**config.mk**
```make
export PLATFORM = sky130hd
export DESIGN_NAME = jdp_data_path
export DESIGN_NICKNAME = d
export VERILOG_FILES = /design/src/common/jdp_pkg.sv /design/src/logic/jdp_data_path.sv
export SDC_FILE = /design/constraint.sdc
export NUM_CORES = 1
export LEC_CHECK = 0
export BUFFER_PORTS_ARGS = -buffer_cell sky130_fd_sc_hd__buf_2
export CAP_MARGIN = 20
export CORE_ASPECT_RATIO = 0.6
export CORE_MARGIN = 2
export CORE_UTILIZATION = 60
export CTS_BUF_LIST = sky130_fd_sc_hd__clkbuf_16
export CTS_CLUSTER_DIAMETER = 120
export CTS_CLUSTER_SIZE = 24
export DETAILED_ROUTE_END_ITERATION = 8
export PLACE_DENSITY = 0.86
export SYNTH_ARGS = -nofsm -noshare
export SYNTH_HDL_FRONTEND = slang
export SYNTH_SLANG_ARGS = --single-unit
```
**constraint.sdc**
```tcl
create_clock -name core_clk -period 3.65 [get_ports core_clk]
set_clock_uncertainty 0.15 [all_clocks]
set_input_delay 0.73 -clock core_clk [delete_from_list [all_inputs] [get_ports core_clk]]
set_output_delay 0.73 -clock core_clk [all_outputs]
set_load 0.1 [all_outputs]
```
**src/common/jdp_pkg.sv**
```systemverilog
// Constants, register map and types of the serial link data path
//------------------------------------------------------------------------------
// Overview of operation
//------------------------------------------------------------------------------
package jdp_pkg;

  //----------------------------------------------------------------------------
  // Register byte addresses
  //----------------------------------------------------------------------------
  localparam logic [7:0] ADDR_DATA   = 8'h00;
  localparam logic [7:0] ADDR_DELAY  = 8'h04;
  localparam logic [7:0] ADDR_STATUS = 8'h08;
  localparam logic [7:0] ADDR_CTRL   = 8'h0c;

  //----------------------------------------------------------------------------
  // Field positions
  //----------------------------------------------------------------------------
  localparam int DLY_XCVR_BIT   = 6;
  localparam int DLY_INV_BIT    = 5;
  localparam int CTRL_IRQ_BIT   = 0;
  localparam int CTRL_LOOP_BIT  = 1;
  localparam int CTRL_EOD_BIT   = 2;
  localparam int CTRL_RESP_BIT  = 3;
  localparam int ST_TXE_BIT     = 0;
  localparam int ST_RXF_BIT     = 1;
  localparam int ST_RESP_BIT    = 2;
  localparam int ST_INV_BIT     = 3;
  localparam int ST_BUSY_BIT    = 4;

  //----------------------------------------------------------------------------
  // Reset values and timing
  //----------------------------------------------------------------------------
  localparam logic [3:0] DELAY_OFFSET_RST = 4'h7;
  localparam logic [7:0] DELAY_REG_RST    = 8'h27;
  localparam int         DELAY_BASE_US    = 9;
  localparam int         CLK_MHZ          = 10;
  localparam int         BIT_TIME_US      = 64;
  localparam int         BIT_CYCLES       = BIT_TIME_US * CLK_MHZ;
  localparam logic [3:0] EXTRA_ONES       = 4'h2;

  // Transmit sequencer states
  typedef enum logic [3:0] {
    TX_IDLE  = 4'b0001,
    TX_SHIFT = 4'b0010,
    TX_PAD   = 4'b0100,
    TX_HALT  = 4'b1000
  } jdp_tx_state_t;

endpackage : jdp_pkg

```
**src/logic/jdp_data_path.sv**
```systemverilog
// Data path: double-buffered byte transfer, delay setup, loopback, APB slave
//
// Our own choices: the APB interface to the registers and the address map.
`timescale 1ns/100ps
module jdp_data_path #(
  parameter int BIT_CYC = jdp_pkg::BIT_CYCLES
) (
  input  wire logic        core_clk,
  input  wire logic        rst_n,
  input  wire logic        clk_en,
  input  wire logic        psel,
  input  wire logic        penable,
  input  wire logic        pwrite,
  input  wire logic [7:0]  paddr,
  input  wire logic [31:0] pwdata,
  output logic      [31:0] prdata,
  output logic             pready,
  output logic             pslverr,
  input  wire logic        rx_phy_input,
  output logic             tx_phy_output,
  output logic             irq_req,
  output logic [4:0]       expected_delay_us,
  output logic             onchip_xcvr_select
);
  import jdp_pkg::*;

  //----------------------------------------------------------------------------
  // State record
  //----------------------------------------------------------------------------
  typedef struct packed {
    logic [7:0]    txShadow;
    logic          txShadowFull;
    logic [7:0]    txShift;
    logic [2:0]    txCount;
    logic [3:0]    padCount;
    logic [15:0]   bitTimer;
    jdp_tx_state_t txState;
    logic          txOut;
    logic [7:0]    rxShift;
    logic [2:0]    rxCount;
    logic [7:0]    rxShadow;
    logic          rxPrev;
    logic          txEmpty;
    logic          rxFull;
    logic          rxResp;
    logic          invalidSym;
    logic          statusSeen;
    logic [7:0]    delayReg;
    logic          delayLocked;
    logic [3:0]    ctrl;
    logic          irq;
    logic [31:0]   rdata;
  } jdp_state_t;

  jdp_state_t cur;
  jdp_state_t next_cur;

  logic access;
  logic rdSetup;
  logic wrEn;
  logic rdEn;
  logic rxLine;
  logic bitTick;
  logic rxBit;

  // Single-cycle access phase; zero wait states, so read data is fetched in setup
  assign access  = psel & penable & clk_en;
  assign rdSetup = psel & ~penable & ~pwrite & clk_en;
  assign wrEn    = access & pwrite;
  assign rdEn    = access & ~pwrite;
  assign pready  = 1'b1;
  assign pslverr = 1'b0;

  // Loopback picks the internal transmit line before polarity correction
  assign rxLine  = cur.ctrl[CTRL_LOOP_BIT] ? cur.txOut : rx_phy_input;
  assign rxBit   = cur.delayReg[DLY_INV_BIT] ? rxLine : ~rxLine;
  assign bitTick = (cur.bitTimer == 16'(BIT_CYC - 1));

  // Outputs straight from flip-flops, except expected_delay_us, which adds DELAY_BASE_US to the delay code
  assign prdata             = cur.rdata;
  assign tx_phy_output      = cur.txOut;
  assign irq_req            = cur.irq;
  assign onchip_xcvr_select = cur.delayReg[DLY_XCVR_BIT];
  assign expected_delay_us  = 5'(DELAY_BASE_US) + {1'b0, cur.delayReg[3:0]};

  //----------------------------------------------------------------------------
  // Next-state logic
  //----------------------------------------------------------------------------
  always_comb
  begin
    next_cur = cur;
    next_cur.irq = 1'b0;
    next_cur.bitTimer = bitTick ? 16'h0000 : cur.bitTimer + 16'h0001;

    // Register writes
    if (wrEn)
    begin
      unique case (paddr)
        ADDR_DATA:
        begin
          next_cur.txShadow     = pwdata[7:0];
          next_cur.txShadowFull = 1'b1;
          if (cur.statusSeen)
          begin
            next_cur.txEmpty    = 1'b0;
            next_cur.statusSeen = 1'b0;
          end
        end
        ADDR_DELAY:
        begin
          // Later writes are dropped so a stray store cannot retune timing
          if (!cur.delayLocked)
          begin
            next_cur.delayReg    = {1'b0, pwdata[6:0]};
            next_cur.delayLocked = 1'b1;
          end
        end
        ADDR_CTRL:
        begin
          next_cur.ctrl = pwdata[3:0];
          if (pwdata[CTRL_EOD_BIT])
            next_cur.txEmpty = 1'b0;
        end
        default:
        begin
        end
      endcase
    end

    // Read data latched in setup so it stands when pready is sampled; unmapped reads zero
    if (rdSetup)
    begin
      unique case (paddr)
        ADDR_DATA:
          next_cur.rdata = {24'h000000, cur.rxShadow};
        ADDR_DELAY:
          next_cur.rdata = {24'h000000, cur.delayReg};
        ADDR_STATUS:
          next_cur.rdata = {27'h0000000, cur.txState != TX_IDLE, cur.invalidSym,
                            cur.rxResp, cur.rxFull, cur.txEmpty};
        ADDR_CTRL:
          next_cur.rdata = {28'h0000000, cur.ctrl};
        default:
          next_cur.rdata = 32'h00000000;
      endcase
    end

    // Read side effects only at the access edge
    if (rdEn)
    begin
      if (paddr == ADDR_DATA && cur.statusSeen)
      begin
        next_cur.rxFull     = 1'b0;
        next_cur.rxResp     = 1'b0;
        next_cur.statusSeen = 1'b0;
      end
      if (paddr == ADDR_STATUS)
      begin
        next_cur.statusSeen = 1'b1;
        // Only a reported error is cleared, one raised after setup survives
        next_cur.invalidSym = cur.invalidSym & ~cur.rdata[ST_INV_BIT];
      end
    end

    // Transmit sequencer, one bit per bit time
    if (bitTick)
    begin
      unique case (cur.txState)
        TX_IDLE:
        begin
          next_cur.txOut = 1'b1;
          if (cur.txShadowFull)
          begin
            next_cur.txShift      = cur.txShadow;
            next_cur.txShadowFull = 1'b0;
            next_cur.txCount      = 3'h0;
            next_cur.txState      = TX_SHIFT;
          end
        end
        TX_SHIFT:
        begin
          next_cur.txOut   = cur.txShift[7];
          next_cur.txShift = {cur.txShift[6:0], 1'b0};
          next_cur.txCount = cur.txCount + 3'h1;
          if (cur.txCount == 3'h0)
            next_cur.txEmpty = 1'b1;
          if (cur.txCount == 3'h7)
          begin
            if (cur.txShadowFull)
            begin
              next_cur.txShift      = cur.txShadow;
              next_cur.txShadowFull = 1'b0;
            end
            else if (cur.ctrl[CTRL_EOD_BIT])
              next_cur.txState = TX_IDLE;
            else
            begin
              next_cur.padCount = 4'h0;
              next_cur.txState  = TX_PAD;
            end
          end
        end
        TX_PAD:
        begin
          // Underrun: two ones land off the byte boundary, then stop
          next_cur.txOut    = 1'b1;
          next_cur.padCount = cur.padCount + 4'h1;
          if (cur.padCount == EXTRA_ONES - 4'h1)
            next_cur.txState = TX_HALT;
        end
        TX_HALT:
        begin
          next_cur.invalidSym = 1'b1;
          next_cur.txState    = TX_IDLE;
        end
        default:
          next_cur.txState = TX_IDLE;
      endcase

      // Receive shift: sample one bit per bit time
      if (cur.txState != TX_IDLE || cur.ctrl[CTRL_LOOP_BIT] == 1'b0)
      begin
        next_cur.rxShift = {cur.rxShift[6:0], rxBit};
        next_cur.rxCount = cur.rxCount + 3'h1;
        if (cur.rxCount == 3'h7)
        begin
          next_cur.rxShadow = {cur.rxShift[6:0], rxBit};
          if (cur.ctrl[CTRL_RESP_BIT])
            next_cur.rxResp = 1'b1;
          else
            next_cur.rxFull = 1'b1;
          next_cur.irq = cur.ctrl[CTRL_IRQ_BIT];
        end
      end
    end
    next_cur.rxPrev = rxBit;
  end

  //----------------------------------------------------------------------------
  // State register
  //----------------------------------------------------------------------------
  always_ff @(posedge core_clk or negedge rst_n)
  begin
    if (!rst_n)
    begin
      cur          <= '0;
      cur.txState  <= TX_IDLE;
      cur.txOut    <= 1'b1;
      cur.delayReg <= DELAY_REG_RST;
    end
    else if (clk_en)
      cur <= next_cur;
  end

endmodule : jdp_data_path

```
# Yosys cells after proc, flatten, opt, wreduce, memory -nomap -nowiden
# Cells that the tools add are included.
[word_totals]
inputBits = 47
elab_cells = 122
register_bits = 113
latch_bits = 0
mem_count = 0
ram_bits = 0
romBits = 0
out_inout_bits = 42
[classes]
order_cmp = 0
addsub = 5
n_eq_ne = 17
n_shift = 0
div = 0
reduce_logical = 19
bitwise_logic = 14
mux = 46
mul = 0
[op_table]
columns = ["operator", "count"]
rows = [
  ["2-to-1 mux 4 bit", 10],
  ["2-to-1 mux 16 bit", 2],
  ["case mux 8 bit (4 select lines)", 1],
  ["2-to-1 mux 9 bit", 3],
  ["case mux 12 bit (2 select lines)", 1],
  ["2-to-1 mux 1 bit", 17],
  ["adder 16 x 1 -> 16 bit (second input constant)", 1],
  ["== test 16 x 10 -> 1 bit (second input constant)", 1],
  ["== test 8 x 4 -> 1 bit (second input constant)", 2],
  ["AND reduction 3 bit", 5],
  ["2-to-1 mux 14 bit", 1],
  ["2-to-1 mux 12 bit", 1],
  ["case mux 4 bit (3 select lines)", 1],
  ["AND reduction 4 bit", 3],
  ["AND reduction 6 bit", 2],
  ["inequality test 2 bit (second input constant)", 5],
  ["bitwise AND 1 bit", 8],
  ["== test 4 x 1 -> 1 bit (second input constant)", 2],
  ["== test 8 x 3 -> 1 bit (second input constant)", 1],
  ["logical NOT 8 bit", 1],
  ["2-to-1 mux 2 bit", 4],
  ["2-to-1 mux 8 bit", 1],
  ["case mux 4 bit (2 select lines)", 1],
  ["adder 3 x 1 -> 3 bit (second input constant)", 2],
  ["16 further kinds", 25],
]

# Depth between registers and ports, before layout
[logic_depth]
word_depth = 11
ltp_mapped = 7
mapped_depth_nobuf = 6

# Least setup slack after synthesis
# OpenSTA, ideal clock, no wires.
[synth_timing]
path_kind = "reg2out"
from = "register cur[38] in the netlist's numbering"
to = "output expected_delay_us[2]"
setup_slack_ns = 0.625
path_stages_with_launch = 3
t_arrival_ns = 2.145
required_time_ns = 2.770
path_buffers = 0
cell_sequence = "dfstp_2 -> ha_1 -> xor2_1"
[synth_between]
elab_chain_len = 1
[synth_rtl]
columns = ["element", "line_no", "text"]
rows = [
  ["start, declared", "jdp_data_path.sv:55", "jdp_state_t cur;"],
  ["start signal, assigned", "jdp_data_path.sv:252", "cur <= next_cur;"],
  ["adder 4 x 4 -> 5 bit", "jdp_data_path.sv:84", "assign expected_delay_us = 5'(DELAY_BASE_US) + {1'b0, cur.delayReg[3:0]};"],
  ["end, declared", "jdp_data_path.sv:22", "output logic [4:0] expected_delay_us,"],
]
# Every way passes these cells.

# Worst setup path in the final report
# Same ends and word-level chain as after synthesis.

==> results.json <==
{
  "status": "completed",
  "grt_overflow": 0,
  "relSlewSlack_pct": 30.76,
  "synthCells": 387,
  "ys_async_sr_fraction_pct": 100.0,
  "arrival_ps": 1740,
  "io_buffers": 38,
  "ant_nets": 0,
  "final-hold-violation-count": 0,
  "antenna_found_initial": 0,
  "grt.met1_usage_pct": 32.35,
  "nFillCells": 575,
  "dieHeight_um": 72.12,
  "final.setup.tns_ps": 0,
  "drv_cap": 0,
  "finalSetupViolCount": 0,
  "drive_gt1_share_pct": 31.67,
  "dr.pass1.iters": 4,
  "max_freq_mhz": 381.1,
  "clock_latency_ps": 340,
  "route.detailed.drc": 0,
  "syn2layout_area_growth_pct": 7.794,
  "routed_wirelength_um": 9235,
  "crit_required_ps": 2770,
  "multi_input_area_um2": 2081,
  "synth_area_per_cell_um2": 11.99,
  "worstPathCellList": "ha_1, xor2_1, buf_2",
  "antennaDiodeCount": 0,
  "rsz0062_at_grt": "false",
  "worst_pin_slew_ps": 1024,
  "synth_flop_cell": "dfrtp_1",
  "die-area_um2": 8475,
  "critical_path.max_fanout": 5,
  "grt_pass1_vias": 3002,
  "clk_pin_slew_ps": 60,
  "p_per_area_nw_per_um2": 428.6,
  "avgViaCountPerCell": 5.761,
  "route.vias.total": 3019,
  "crit_buf_inv": 1,
  "post_cts_buffers": 0,
  "period_minus_slack_ps": 2624,
  "ir_drop_uv": 371.5,
  "hp-class": "in2async",
  "grt_start_max_net_pins": 51,
  "clockRootBuffer": "clkbuf_16",
  "drv_slew": 0,
  "path_class": "reg2out",
  "grt_first_pass_wirelength_um": 15160,
  "synth_top_area_cell": "dfrtp_1",
  "grt_usage_pct": 23.44,
  "p_leak_uw": 0.002476,
  "htree_levels": 3,
  "synth.most_common_cell": "dfrtp_1",
  "ys_ff_latch": 89,
  "start_util_pct": 62.80,
  "fin_nets": 471,
  "hold_slack_ps": 239.4,
  "detailedRoute.firstIterationViolations": 175,
  "gp_congestion": 0.8538,
  "rows": 24,
  "die_w_um": 117.5,
  "synth_top_area_share_pct": 44.77,
  "top_usage_layer": "met2",
  "yosysWarningCount": 0,
  "crit_family": "flip-flops",
  "grt_use_met3_pct": 6.447,
  "endpoint_kind": "output port",
  "ys_seq_area_share_pct": 48.17,
  "synth_area_leaders": "dfrtp_1 45%, mux2_2 11%, buf_4 5.5%, dfstp_2 3.4%, ha_1 2.4%",
  "core_area_um2": 7387,
  "synth-edff-count": 0,
  "post_cts_resize_count": 0,
  "clock_sinks": 89,
  "gr-usage-met2_pct": 37.10,
  "synth_area_um2": 4639,
  "cts_hold_buf": 0,
  "seqCellArea_um2": 2235,
  "fin_crit_sh_pct": 71.88,
  "cts_buffer_depth": 2,
  "cp_slowest_cell": "dfstp_2",
  "startpoint_type": "flip-flop",
  "synth.distinct_cells": 66,
  "synthTopCellsByCount": "83 x dfrtp_1, 44 x mux2_2, 34 x buf_4",
  "tritoncts": "yes",
  "dpl.hpwl_um": 6725,
  "slowest_delay_ps": 570,
  "cts_buffers": 9,
  "ios": 89,
  "wl_per_cell_um": 17.62
}
## per-stage QoR
step	power [uW]	utilization, %	setup WS [ps]	cells	instance area [um^2]
2_1_floorplan	1262	-	624.8	411	4730
3_3_place_gp	1289	63.91	863.5	508	4721
3_5_place_dp	1299	63.91	775.5	508	4721
4_1_cts	2163	67.70	1019	524	5001
5_1_grt	2221	67.70	938.9	524	5001
6_report	2144	67.70	1026	524	5001
## flip-flops by register name (all words and copies together), names as in the netlist
| signal | cells |
|---|---|
| cur | 78 |
| prdata | 8 |
| irq_req | 1 |
| onchip_xcvr_select | 1 |
| tx_phy_output | 1 |
## layer usage
layer / routed length [um] / vias up
met5: 0 / -
met4: 109 / 0
met3: 506 / 11
met2: 4225 / 77
met1: 4394 / 1542
li1: - / 1389
## path summary, 6_finish.rpt
kind                                        from                     to  slack (ps)  depth (start not counted)
max                          cur[38]$_DFFE_PN1P_   expected_delay_us[2]        1030                          3
min                                        rst_n  prdata[5]$_DFFE_PN0P_         240                          1
max reg2reg                  cur[87]$_DFFE_PN0P_    cur[56]$_DFFE_PN0P_        1120                          4
min reg2reg                prdata[7]$_DFFE_PN0P_  prdata[7]$_DFFE_PN0P_         330                          2
max in group asynchronous                  rst_n    cur[72]$_DFFE_PN1P_        2330                          2
min in group core_clk      prdata[7]$_DFFE_PN0P_  prdata[7]$_DFFE_PN0P_         330                          2
## final cells by class
cell class | count | area share, %
tap | 104 | 2.602
clock inverter | 7 | 1.101
timing repair buffer | 42 | 4.453
sequential | 89 | 44.68
multi-input combinational | 259 | 41.61
clock buffer | 9 | 4.503
inverter | 14 | 1.051
## layout by cell type (no fill, tap or decap), types with 8 or more instances in the layout
master,count
ha_1,9
dfrtp_1,83
a22o_1,8
buf_2,37
nand2_1,23
conb_1,26
mux2_2,44
inv_1,14
mux2i_1,8
nor2_1,21
nand3_1,10
clkbuf_16,9
xnor2_1,12
## cell families after synthesis
group | count (synthesis) | synth area share (%)
adders and majority gates | 9 | 2.427
and+or+nand+nor | 101 | 13.30
xor gates and xnor gates | 18 | 3.398
other | 2 | 0.1619
DFF | 89 | 48.17
AOI/OAI and AO/OA | 44 | 7.660
muxes | 61 | 15.97
buffers and inverters | 63 | 8.926
## power breakdown
group	switching (uW)	leakage, uW	internal (uW)
Clock	395	0.000134	467
Sequential	35.9	0.00119	1020
Combinational	184	0.00115	44.4
## worst reg2reg max path: cells and delay by family, from the launching register on
kind	cells	cell delay [ps]
muxes	1	450
and+or+nand+nor	2	1120
AOI/OAI and AO/OA	1	290
DFF	1	410
Note: power is estimated with default switching activity, not from simulation.
